**src/flash_host_pkg.sv**
```systemverilog
// Constants shared by the NOR flash host controller.
package flash_host_pkg;
	localparam int ADDR_W = 20;
	localparam int DATA_W = 16;
	localparam int CLK_MHZ = 100;
	// Command addresses and data (low 12 address bits, low data byte decoded).
	localparam logic [11:0] ADDR_555 = 12'h555;
	localparam logic [11:0] ADDR_2AA = 12'h2aa;
	localparam logic [7:0] CMD_AA = 8'haa;
	localparam logic [7:0] CMD_55 = 8'h55;
	localparam logic [7:0] CMD_80 = 8'h80;
	localparam logic [7:0] CMD_CHIP_ERASE = 8'h10;
	localparam logic [7:0] CMD_SECTOR_ERASE = 8'h30;
	localparam logic [7:0] CMD_ID_ENTRY = 8'h90;
	localparam logic [7:0] CMD_ID_EXIT = 8'hf0;
	localparam logic [7:0] CMD_QUERY = 8'h98;
	localparam logic [7:0] CMD_SUSPEND = 8'hb0;
	localparam logic [7:0] CMD_RESUME = 8'hd0;
	localparam logic [11:0] ADDR_QUERY = 12'h055;
	// Identification and query addresses.
	localparam logic [ADDR_W-1:0] ID_MFR_ADDR = 20'h00000;
	localparam logic [ADDR_W-1:0] ID_DEV_ADDR = 20'h00001;
	localparam logic [ADDR_W-1:0] ID_ADD_ADDR = 20'h00003;
	localparam logic [ADDR_W-1:0] QRY_FIRST = 20'h00010;
	localparam int TOGGLE_BIT = 6;
	// Bus cycle timing in clock cycles (70 ns cycle, 25 ns pulses, 50 ns OE high).
	localparam int T_WP_NS = 25;
	localparam int T_RC_NS = 70;
	localparam int T_OEHP_NS = 50;
	localparam int WP_CYC = (T_WP_NS * CLK_MHZ + 999) / 1000;
	localparam int RC_CYC = (T_RC_NS * CLK_MHZ + 999) / 1000;
	localparam int OEHP_CYC = (T_OEHP_NS * CLK_MHZ + 999) / 1000;
	// Suspend latency and resume spacing.
	localparam int T_ES_US = 15;
	localparam int T_PS_US = 10;
	localparam int T_ERES_US = 500;
	localparam int ES_CYC = T_ES_US * CLK_MHZ;
	localparam int PS_CYC = T_PS_US * CLK_MHZ;
	localparam int ERES_CYC = T_ERES_US * CLK_MHZ;
	// Longest erase waits, in milliseconds.
	localparam int T_CHIP_MS = 16000;
	localparam int T_SEC_MAX_MS = 6000;
	localparam int TIMEOUT_MS = T_CHIP_MS * 4;
	// Sixty-four seconds of cycles overflows a 32-bit int, so the product is taken in 64 bits.
	localparam longint TIMEOUT_CYC_DEF = longint'(TIMEOUT_MS) * 1000 * CLK_MHZ;
	typedef enum logic [2:0]
	{
		OP_CHIP_ERASE = 3'h0,
		OP_SECTOR_ERASE = 3'h1,
		OP_READ = 3'h2,
		OP_ID_READ = 3'h3,
		OP_QUERY_READ = 3'h4,
		OP_SUSPEND = 3'h5,
		OP_RESUME = 3'h6
	} op_t;
endpackage

```
**src/flash_cycle_if.sv**
```systemverilog
// Handshake between the sequencer and the bus cycle engine.
`timescale 1ns/1ns
interface flash_cycle_if;
	logic                                   req;
	logic                                   wr;
	logic [flash_host_pkg::ADDR_W-1:0]      addr;
	logic [flash_host_pkg::DATA_W-1:0]      wdata;
	logic                                   done;
	logic [flash_host_pkg::DATA_W-1:0]      rdata;
	modport seq (output req, output wr, output addr, output wdata, input done, input rdata);
	modport eng (input req, input wr, input addr, input wdata, output done, output rdata);
endinterface

```
**src/flash_host.sv**
```systemverilog
// Host-side sequencer for erase, suspend, status, identification and query.
`timescale 1ns/1ns
module flash_host #(
	parameter longint TIMEOUT_CYC = flash_host_pkg::TIMEOUT_CYC_DEF,
	parameter int ERES_CYC = flash_host_pkg::ERES_CYC,
	parameter int SUSP_CYC = flash_host_pkg::ES_CYC
) (
	input  wire logic                              mclk,
	input  wire logic                              rst,
	input  wire logic                              op_valid,
	output logic                                   op_ready,
	input  wire flash_host_pkg::op_t               op_code,
	input  wire logic [flash_host_pkg::ADDR_W-1:0] op_addr,
	input  wire logic                              byte_mode,
	output logic                                   res_valid,
	output logic [flash_host_pkg::DATA_W-1:0]      res_data,
	output logic                                   res_timeout,
	output logic                                   ce_n,
	output logic                                   oe_n,
	output logic                                   we_n,
	output logic [flash_host_pkg::ADDR_W-1:0]      flash_addr,
	output logic [flash_host_pkg::DATA_W-1:0]      dq_o,
	output logic                                   dq_oe,
	input  wire logic [flash_host_pkg::DATA_W-1:0] dq_i
);
	typedef enum logic [2:0]
	{
		S_IDLE = 3'b000,
		S_CMD = 3'b001,
		S_READ = 3'b010,
		S_POLL = 3'b011,
		S_EXIT = 3'b100,
		S_WAIT = 3'b101,
		S_DONE = 3'b110
	} state_t;

	flash_cycle_if cyc ();
	flash_bus_cycle u_cycle (
		.mclk  (mclk),
		.rst   (rst),
		.cyc   (cyc),
		.ce_n  (ce_n),
		.oe_n  (oe_n),
		.we_n  (we_n),
		.addr  (flash_addr),
		.dq_o  (dq_o),
		.dq_oe (dq_oe),
		.dq_i  (dq_i)
	);

	state_t state_q, state_d;
	flash_host_pkg::op_t op_q, op_d;
	logic [flash_host_pkg::ADDR_W-1:0] addr_q, addr_d;
	logic [2:0] step_q, step_d;
	logic [39:0] tmr_q, tmr_d;
	logic [31:0] eres_q, eres_d;
	logic first_q, first_d, tog_q, tog_d, issued_q, issued_d, tout_q, tout_d;
	logic [flash_host_pkg::DATA_W-1:0] data_q, data_d;
	logic [2:0] nsteps;
	logic [11:0] cmd_a;
	logic [7:0] cmd_d;

	// Command table: erase is unlock pair, setup, unlock pair, final byte; ID entry is unlock pair, 90; query, suspend and resume one write.
	always_comb
	begin
		cmd_a = flash_host_pkg::ADDR_555;
		cmd_d = flash_host_pkg::CMD_AA;
		nsteps = 3'h6;
		case (op_q)
			flash_host_pkg::OP_CHIP_ERASE, flash_host_pkg::OP_SECTOR_ERASE:
			begin
				case (step_q)
					3'h0: cmd_d = flash_host_pkg::CMD_AA;
					3'h1:
					begin
						cmd_a = flash_host_pkg::ADDR_2AA;
						cmd_d = flash_host_pkg::CMD_55;
					end
					3'h2: cmd_d = flash_host_pkg::CMD_80;
					3'h3: cmd_d = flash_host_pkg::CMD_AA;
					3'h4:
					begin
						cmd_a = flash_host_pkg::ADDR_2AA;
						cmd_d = flash_host_pkg::CMD_55;
					end
					default:
					begin
						if (op_q == flash_host_pkg::OP_CHIP_ERASE)
							cmd_d = flash_host_pkg::CMD_CHIP_ERASE;
						else
						begin
							cmd_a = addr_q[11:0];
							cmd_d = flash_host_pkg::CMD_SECTOR_ERASE;
						end
					end
				endcase
			end
			flash_host_pkg::OP_ID_READ:
			begin
				nsteps = 3'h3;
				case (step_q)
					3'h1:
					begin
						cmd_a = flash_host_pkg::ADDR_2AA;
						cmd_d = flash_host_pkg::CMD_55;
					end
					3'h2: cmd_d = flash_host_pkg::CMD_ID_ENTRY;
					default: cmd_d = flash_host_pkg::CMD_AA;
				endcase
			end
			flash_host_pkg::OP_QUERY_READ:
			begin
				nsteps = 3'h1;
				cmd_a = flash_host_pkg::ADDR_QUERY;
				cmd_d = flash_host_pkg::CMD_QUERY;
			end
			flash_host_pkg::OP_SUSPEND:
			begin
				nsteps = 3'h1;
				cmd_d = flash_host_pkg::CMD_SUSPEND;
			end
			flash_host_pkg::OP_RESUME:
			begin
				nsteps = 3'h1;
				cmd_d = flash_host_pkg::CMD_RESUME;
			end
			default: nsteps = 3'h0;
		endcase
	end

	always_comb
	begin
		state_d = state_q;
		op_d = op_q;
		addr_d = addr_q;
		step_d = step_q;
		tmr_d = tmr_q;
		eres_d = (eres_q != 32'h0) ? eres_q - 32'h1 : eres_q;
		first_d = first_q;
		tog_d = tog_q;
		issued_d = 1'b0;
		tout_d = tout_q;
		data_d = data_q;
		cyc.req = 1'b0;
		cyc.wr = 1'b1;
		cyc.addr = {{(flash_host_pkg::ADDR_W-12){1'b0}}, cmd_a};
		cyc.wdata = {8'h00, cmd_d};
		case (state_q)
			S_IDLE:
			begin
				// Suspend is held back until the resume spacing has run out.
				if (op_valid && !(op_code == flash_host_pkg::OP_SUSPEND && eres_q != 32'h0))
				begin
					op_d = op_code;
					// Query offsets double in byte addressing.
					addr_d = (byte_mode && op_code == flash_host_pkg::OP_QUERY_READ) ?
						{op_addr[flash_host_pkg::ADDR_W-2:0], 1'b0} : op_addr;
					step_d = 3'h0;
					tout_d = 1'b0;
					state_d = (op_code == flash_host_pkg::OP_READ) ? S_READ : S_CMD;
				end
			end
			S_CMD:
			begin
				cyc.req = !issued_q;
				// The sector erase write carries the full sector address.
				if (op_q == flash_host_pkg::OP_SECTOR_ERASE && step_q == 3'h5)
					cyc.addr = addr_q;
				issued_d = !cyc.done && (issued_q || cyc.req);
				if (cyc.done)
				begin
					step_d = step_q + 3'h1;
					if (step_q + 3'h1 == nsteps)
					begin
						first_d = 1'b1;
						tmr_d = 40'h0;
						case (op_q)
							flash_host_pkg::OP_CHIP_ERASE, flash_host_pkg::OP_SECTOR_ERASE:
								state_d = S_POLL;
							flash_host_pkg::OP_SUSPEND: state_d = S_WAIT;
							flash_host_pkg::OP_RESUME:
							begin
								eres_d = 32'(ERES_CYC);
								state_d = S_DONE;
							end
							default: state_d = S_READ;
						endcase
					end
				end
			end
			S_READ:
			begin
				cyc.req = !issued_q;
				cyc.wr = 1'b0;
				cyc.addr = addr_q;
				issued_d = !cyc.done && (issued_q || cyc.req);
				if (cyc.done)
				begin
					data_d = cyc.rdata;
					// Leave identification or query mode so the array reads again.
					state_d = (op_q == flash_host_pkg::OP_READ) ? S_DONE : S_EXIT;
				end
			end
			S_EXIT:
			begin
				cyc.req = !issued_q;
				cyc.wdata = {8'h00, flash_host_pkg::CMD_ID_EXIT};
				issued_d = !cyc.done && (issued_q || cyc.req);
				if (cyc.done)
					state_d = S_DONE;
			end
			S_POLL:
			begin
				// Repeated OE reads at one address; done when the toggle line holds still.
				cyc.req = !issued_q;
				cyc.wr = 1'b0;
				cyc.addr = addr_q;
				issued_d = !cyc.done && (issued_q || cyc.req);
				tmr_d = tmr_q + 40'h1;
				if (cyc.done)
				begin
					first_d = 1'b0;
					tog_d = cyc.rdata[flash_host_pkg::TOGGLE_BIT];
					data_d = cyc.rdata;
					if (!first_q && tog_q == cyc.rdata[flash_host_pkg::TOGGLE_BIT])
						state_d = S_DONE;
				end
				if (tmr_q >= 40'(TIMEOUT_CYC) && !issued_q)
				begin
					// No new read may start once the wait is abandoned.
					cyc.req = 1'b0;
					issued_d = 1'b0;
					tout_d = 1'b1;
					state_d = S_DONE;
				end
			end
			S_WAIT:
			begin
				tmr_d = tmr_q + 40'h1;
				if (tmr_q >= 40'(SUSP_CYC))
					state_d = S_DONE;
			end
			S_DONE: state_d = S_IDLE;
			default: state_d = S_IDLE;
		endcase
	end

	always_ff @(posedge mclk or posedge rst)
	begin
		if (rst)
		begin
			state_q <= S_IDLE;
			op_q <= flash_host_pkg::OP_READ;
			addr_q <= '0;
			step_q <= 3'h0;
			tmr_q <= 40'h0;
			eres_q <= 32'h0;
			first_q <= 1'b1;
			tog_q <= 1'b0;
			issued_q <= 1'b0;
			tout_q <= 1'b0;
			data_q <= '0;
		end
		else
		begin
			state_q <= state_d;
			op_q <= op_d;
			addr_q <= addr_d;
			step_q <= step_d;
			tmr_q <= tmr_d;
			eres_q <= eres_d;
			first_q <= first_d;
			tog_q <= tog_d;
			issued_q <= issued_d;
			tout_q <= tout_d;
			data_q <= data_d;
		end
	end

	assign op_ready = state_q == S_IDLE &&
		!(op_code == flash_host_pkg::OP_SUSPEND && eres_q != 32'h0);
	assign res_valid = state_q == S_DONE;
	assign res_data = data_q;
	assign res_timeout = tout_q;
endmodule

```
**src/flash_bus_cycle.sv**
```systemverilog
// One asynchronous flash bus cycle: a write strobe or an OE read.
`timescale 1ns/1ns
module flash_bus_cycle (
	input  wire logic                             mclk,
	input  wire logic                             rst,
	flash_cycle_if.eng                            cyc,
	output logic                                  ce_n,
	output logic                                  oe_n,
	output logic                                  we_n,
	output logic [flash_host_pkg::ADDR_W-1:0]     addr,
	output logic [flash_host_pkg::DATA_W-1:0]     dq_o,
	output logic                                  dq_oe,
	input  wire logic [flash_host_pkg::DATA_W-1:0] dq_i
);
	// Strobe is held for the read cycle time, then released for the OE high time.
	localparam logic [3:0] STROBE_END = 4'(flash_host_pkg::RC_CYC);
	localparam logic [3:0] IDLE_END = 4'(flash_host_pkg::RC_CYC + flash_host_pkg::OEHP_CYC);
	logic [3:0] cnt_q, cnt_d;
	logic busy_q, busy_d, wr_q, wr_d;
	logic [flash_host_pkg::ADDR_W-1:0] addr_q, addr_d;
	logic [flash_host_pkg::DATA_W-1:0] wd_q, wd_d, rd_q, rd_d;
	logic [flash_host_pkg::DATA_W-1:0] s1_q, s2_q, s3_q;

	always_comb
	begin
		busy_d = busy_q;
		cnt_d = cnt_q;
		wr_d = wr_q;
		addr_d = addr_q;
		wd_d = wd_q;
		rd_d = rd_q;
		if (!busy_q && cyc.req)
		begin
			busy_d = 1'b1;
			cnt_d = 4'h0;
			wr_d = cyc.wr;
			addr_d = cyc.addr;
			wd_d = cyc.wdata;
		end
		else if (busy_q)
		begin
			cnt_d = cnt_q + 4'h1;
			// Data counts only once the last two sampling stages agree.
			if (cnt_q == STROBE_END && s2_q == s3_q)
				rd_d = s3_q;
			if (cnt_q == IDLE_END)
				busy_d = 1'b0;
		end
	end

	always_ff @(posedge mclk or posedge rst)
	begin
		if (rst)
		begin
			busy_q <= 1'b0;
			cnt_q <= 4'h0;
			wr_q <= 1'b0;
			addr_q <= '0;
			wd_q <= '0;
			rd_q <= '0;
			s1_q <= '0;
			s2_q <= '0;
			s3_q <= '0;
		end
		else
		begin
			busy_q <= busy_d;
			cnt_q <= cnt_d;
			wr_q <= wr_d;
			addr_q <= addr_d;
			wd_q <= wd_d;
			rd_q <= rd_d;
			// Data is sampled with three stages; the strobe is long enough to settle.
			s1_q <= dq_i;
			s2_q <= s1_q;
			s3_q <= s2_q;
		end
	end

	wire strobe = busy_q && cnt_q > 4'h0 && cnt_q <= STROBE_END;
	assign ce_n = !strobe;
	assign we_n = !(strobe && wr_q);
	// OE stays high while WE and CE are low together.
	assign oe_n = !(strobe && !wr_q);
	assign dq_o = wd_q;
	assign dq_oe = busy_q && wr_q;
	assign addr = addr_q;
	assign cyc.rdata = rd_q;
	assign cyc.done = busy_q && cnt_q == IDLE_END;
endmodule

```
**config.mk**
```make
export PLATFORM = sky130hd
export DESIGN_NAME = flash_host
export DESIGN_NICKNAME = d
export VERILOG_FILES = /design/src/flash_host_pkg.sv /design/src/flash_cycle_if.sv /design/src/flash_host.sv /design/src/flash_bus_cycle.sv
export SDC_FILE = /design/constraint.sdc
export NUM_CORES = 1
export LEC_CHECK = 0
export ABC_CLOCK_PERIOD_IN_PS = 10600
export CORE_ASPECT_RATIO = 0.6
export CORE_MARGIN = 10
export CORE_UTILIZATION = 45
export CTS_BUF_LIST = sky130_fd_sc_hd__clkbuf_8 sky130_fd_sc_hd__clkbuf_16
export CTS_CLUSTER_SIZE = 10
export DETAILED_ROUTE_END_ITERATION = 6
export DONT_BUFFER_PORTS = 1
export REMOVE_ABC_BUFFERS = 1
export SYNTH_ARGS = -nofsm -noshare
export SYNTH_HDL_FRONTEND = slang
export SYNTH_HIERARCHICAL = 1
export SYNTH_SLANG_ARGS = --single-unit
export TNS_END_PERCENT = 30
```
**constraint.sdc**
```tcl
create_clock -name mclk -period 10.6 [get_ports mclk]
set_input_delay 2.12 -clock mclk [delete_from_list [all_inputs] [get_ports mclk]]
set_output_delay 2.12 -clock mclk [all_outputs]
set_load 0.02 [all_outputs]
```
* Word-level counts from Yosys, hierarchy flattened
Index checks and enable logic that the tools add are counted.
** Cells by class
- Bitwise gates (word level) :: 1
- Mux-type cells :: 54
- Order comparisons :: 4
- Equal/unequal tests :: 35
- $add $sub $neg :: 4
- Reduce and logical (&&, ||, !) cells :: 50
** Operators by type and width (number)
- $mux 32 :: 5
- $mux 40 :: 2
- $pmux 40 s2 :: 1
- $add 40x1->40 const B :: 1
- $ge 40x11->1 const B :: 1
- $ge 40x33->1 const B :: 1
- $mux 20 :: 2
- $pmux 20 s2 :: 1
- $pmux 8 s5 :: 1
- $pmux 12 s3 :: 1
- $mux 3 :: 11
- $reduce_bool 32->1 :: 1
- $sub 32x1->32 const B :: 1
- $eq 3x3->1 const B :: 10
- $pmux 12 s2 :: 1
- $pmux 8 s3 :: 1
- $eq 3x2->1 const B :: 7
- $pmux 3 s3 :: 2
- $pmux 3 s6 :: 1
- $eq 16x16->1 :: 1
- $ne 2x2->1 const B :: 8
- $pmux 8 s2 :: 1
- $logic_and 1x1->1 :: 15
- $mux 12 :: 1
- other kinds (28) :: 71
** Storage, ports and cells
- Logic and storage cells :: 168
- Bits in registers :: 227
- Bits of input ports :: 43
- Output and inout bits :: 59

* Depth between registers and ports, before layout
- Word-level depth :: 7
- Gate-level depth with buffers :: 11
- Mapped depth without buffers :: 10

* Modules after synthesis
Netlist, hierarchy kept.
** Modules (own cells, without submodules)
- flash_host :: area an instance 6837.8 um2, seq. area each 3030.4 um2, cells each 746, instances 1
- flash_bus_cycle :: area an instance 3634.7 um2, seq. area each 2652.5 um2, cells each 210, instances 1

* Worst setup path before layout
Ideal clock, no wire load.
- Path kind :: input -> output
- Start :: in op_code[2]
- End :: out op_ready
- Path buffers :: 0
- Arrival :: 2568 ps
- Cell stages on the path :: 2
- Setup slack :: 5912 ps
- Required time :: 8480 ps
- Path through :: and3b_1 > a21oi_2
** Between the ends
- Cells in the longest elaborated chain, start to end :: 4
** RTL lines
- from (decl) :: RTL line flash_host.sv:12 : input wire flash_host_pkg::op_t op_code,
- $eq 3x3->1 :: RTL line flash_host.sv:281 : !(op_code == flash_host_pkg::OP_SUSPEND && eres_q != 32'h0);
- $logic_and 1x1->1 :: RTL line flash_host.sv:281
- $logic_not 1->1 :: RTL line flash_host.sv:281
- $logic_and 1x1->1 :: RTL line flash_host.sv:280 : assign op_ready = state_q == S_IDLE &&
- to (decl) :: RTL line flash_host.sv:11 : output logic op_ready,
Every way passes these cells.

* Worst setup path after layout
- Start :: reg eres_q[22]
- End :: out op_ready
** Between the ends
- Cells in the longest elaborated chain, start to end :: 4
** RTL lines
- from (decl) :: RTL line flash_host.sv:56 : logic [31:0] eres_q, eres_d;
- from (signal assigned) :: RTL line flash_host.sv:271 : eres_q <= eres_d;
- $reduce_bool 32->1 :: RTL line flash_host.sv:281
- $logic_and 1x1->1 :: RTL line flash_host.sv:281
- $logic_not 1->1 :: RTL line flash_host.sv:281
- $logic_and 1x1->1 :: RTL line flash_host.sv:280
Every way passes these cells.

==> flow_summary_export.csv <==
group,metric,value,unit
yosys,ys.flop_type,"dfrtp_1",
worst_setup_path,critPathLaunch,"eres_q[22]$_DFF_PP0_",
status,status,"finished, final reports clean",
power,peakVddDrop,0.1500,mV
die,start_util,45.59,%
placement,hpwl,16010,um
finish,final_cell_mix,"dfrtp_1, nand2_1, mux2_2, nor2_1, o21ai_0",
clocking,postCtsSetupRepairBufs,0,
global_route,grt_first_pass_wirelength,39120,um
detailed_routing,wl_per_cell,18.13,um
finish,area_growth,10.39,%
sta,worstMarginPinSlew,1135,ps
sta,period_share,45.77,%
yosys,yosys_register_bits,227,
global_route,grt_overflow,0,
clocking,h-tree-depth,1,
sta,tns,0,ps
detailed_routing,drcViolationCount,0,
detailed_routing,drtPass1Iterations,5,
clocking,cts_hold_buffers,0,
worst_setup_path,worst_setup_path_end_kind,"output port",
sta,finClkSkew,9.585,ps
sta,hold_viol,0,
die,ioPinCount,102,
worst_setup_path,cp_slowest_cell,"or4_1",
die,die_h,138.2,um
worst_setup_path,cp.required,8480,ps
yosys,synth_cells,956,
clocking,cts-root-buf,"clkbuf_16",
placement,place_congestion,0.8146,
clocking,cts_tree,"built",
job,drv_cap,0,
worst_setup_path,rr_worst_depth,6,
worst_setup_path,critical_path_arrival,2730,ps
die,dieArea,0.02997,mm2
sta,rsz0062_at_grt,"false",
die,die_w,216.9,um
finish,n_antenna_cell,0,
worst_setup_path,crit_buf_inv,0,
detailed_routing,vias,7108,
die,core-area,0.02297,mm2
die,std_cell_rows,43,
sta,finalSetupViolCount,0,
finish,utilization,50.32,%
finish,drive_above_1_share,14.72,%
power,p_leak,0.005080,uW
finish,final_common_cell,"dfrtp_1",
global_route,grt_use_total,15.64,%
worst_setup_path,critPathKind,"register to output port",
sta,max_freq,206.1,MHz
clocking,clk_pin_slew_worst_paths,60,ps
clocking,ctsLongestPathBuffers,3,
global_route,antenna_found_initial,0,
worst_hold_path,holdPathStages,0,
worst_hold_path,hold_end,"u_cycle/s2_q[9]$_DFF_PP0_",
clocking,clk_latency,520,ps
worst_setup_path,reg2reg_to,"u_cycle/addr[17]$_DFFE_PP0P_",
clocking,cts_sinks,227,
sta,relSlewSlack,23.76,%
power,p_per_area,245.7,mW/mm2
worst_setup_path,r2r_slack,6980,ps
global_route,grt_max_degree,78,
yosys,syn_area,0.01047,mm2
placement,portBuffers,0,
worst_setup_path,cpPeakStageDelay,700,ps
worst_hold_path,hold_path_class,"register to register",
worst_setup_path,critPathLaunchType,"register",
sta,period_needed,4852,ps
detailed_routing,postRouteAntennaNets,0,
yosys,yosysUniqueCellTypes,72,
detailed_routing,vias_per_cell,5.497,
clocking,cts_inserted_buffers,26,
sta,slew_violations,0,
yosys,synthArstFlopShare,100.0,%
worst_setup_path,cp_top_family,"simple AND/OR/NAND/NOR gates",
yosys,avgSynthCellArea,10.95,um2
worst_setup_path,rr_startpoint,"state_q[0]$_DFFE_PP0P_",
finish,nets,1012,
detailed_routing,routed_wl,23450,um
worst_setup_path,path_cells,"or4_1, nor4_2, nand3_1, a21oi_2",
yosys,seq_area_frac_synth,54.27,%
clocking,ctsResizeCount,0,
yosys,synth-edff-count,0,
worst_setup_path,worstPathMaxFanout,9,
detailed_routing,drtIter0Drc,600,
worst_hold_path,min_from,"u_cycle/s1_q[9]$_DFF_PP0_",
global_route,grt_pass1_vias,7001,
yosys,yosys_warnings,6,
==> cell type report <==
| cell class | instances | area, um2 |
|---|---|---|
| clock buffer | 28 | 689.4 |
| tap | 315 | 394.1 |
| timing repair buffer | 9 | 67.56 |
| fill | 2092 | 11410 |
| multi-input combinational | 666 | 4542 |
| clock inverter | 20 | 75.07 |
| sequential | 227 | 5683 |
| inverter | 28 | 110.1 |
==> registers in the layout, indices dropped and copies added (netlist names), 4 cells and up <==
| signal | count |
|---|---|
| res_data | 16 |
| addr_q | 20 |
| u_cycle/addr | 20 |
| u_cycle/s1_q | 16 |
| u_cycle/cnt_q | 4 |
| tmr_q | 40 |
| u_cycle/cyc.rdata | 16 |
| u_cycle/dq_o | 16 |
| eres_q | 32 |
| u_cycle/s2_q | 16 |
| u_cycle/s3_q | 16 |
==> synth_stat cells (4+ instances only) <==
library cell,instances,area [um2]
a21oi_1,40,200.2
a31oi_1,6,37.54
and2_1,13,81.33
buf_2,6,30.03
clkbuf_1,29,108.9
dfrtp_1,225,5630
ha_1,11,137.6
inv_1,27,101.4
mux2_2,75,844.6
mux2i_1,22,220.2
nand2_1,90,337.8
nand2b_1,8,50.05
nand3_1,21,105.1
nand4_1,11,68.82
nor2_1,70,262.8
nor2b_1,7,43.79
nor3_1,22,110.1
nor4_1,17,106.4
o2111ai_1,4,35.03
o211ai_1,11,82.58
o21a_1,8,60.06
o21ai_0,53,265.3
o31ai_1,10,75.07
o41ai_1,5,43.79
or2_2,6,37.54
or3_1,21,131.4
or4_1,9,67.56
xnor2_1,25,219.0
xor2_1,28,245.2
==> how the worst max path moves through the flow <==
stage                                  end  depth (start not counted)  slack (ps)
floorplan           addr_q[10]$_DFFE_PP0P_                          3        5170
global placement                  op_ready                          2        5760
detailed placement                op_ready                          2        5750
CTS                               op_ready                          4        5690
global route                      op_ready                          4        5570
finish                            op_ready                          4        5750
==> worst register-to-register path: cells and delay by family (launching register included) <==
| family | cells | cell delay (ps) |
|---|---|---|
| mux | 1 | 470 |
| buf+inv | 1 | 540 |
| flops | 1 | 800 |
| simple gates | 4 | 1680 |
==> where the power goes <==
part           switching (uW)  internal, uW
Clock                     341           461
Sequential                300          1060
Combinational             381           300
Total                    1020          1820
==> stage by stage <==
step	hold slack, ps	power (uW)	instances	instance area, um2	setup slack (ps)
final	348.7	2840	1293	11560	5748
after global routing	353.8	3026	1293	11560	5569
after CTS	350.5	2872	1293	11560	5685
after detailed placement	336.3	2057	1245	10800	5751
after global placement	332.4	2033	1245	10800	5758
after floorplan	331.2	1837	921	10300	5167
==> routing by layer <==
metal / wire (um) / global-route usage, %
met2: 9786 / 21.79
met1: 11870 / 23.80
met5: 0 / 0
met4: 271 / 2.382
met3: 1520 / 4.379
==> logic make-up after synthesis <==
family,after synthesis,share of synthesized area (%)
muxes,97,10.17
buffers and inverters,70,2.867
adders and majority gates,11,1.314
other,1,0.03581
DFF,227,54.27
AOI/OAI and AO/OA,166,10.17
and+or+nand+nor,331,16.75
xor gates and xnor gates,53,4.433
No activity file was read; power rests on OpenSTA's default activity.
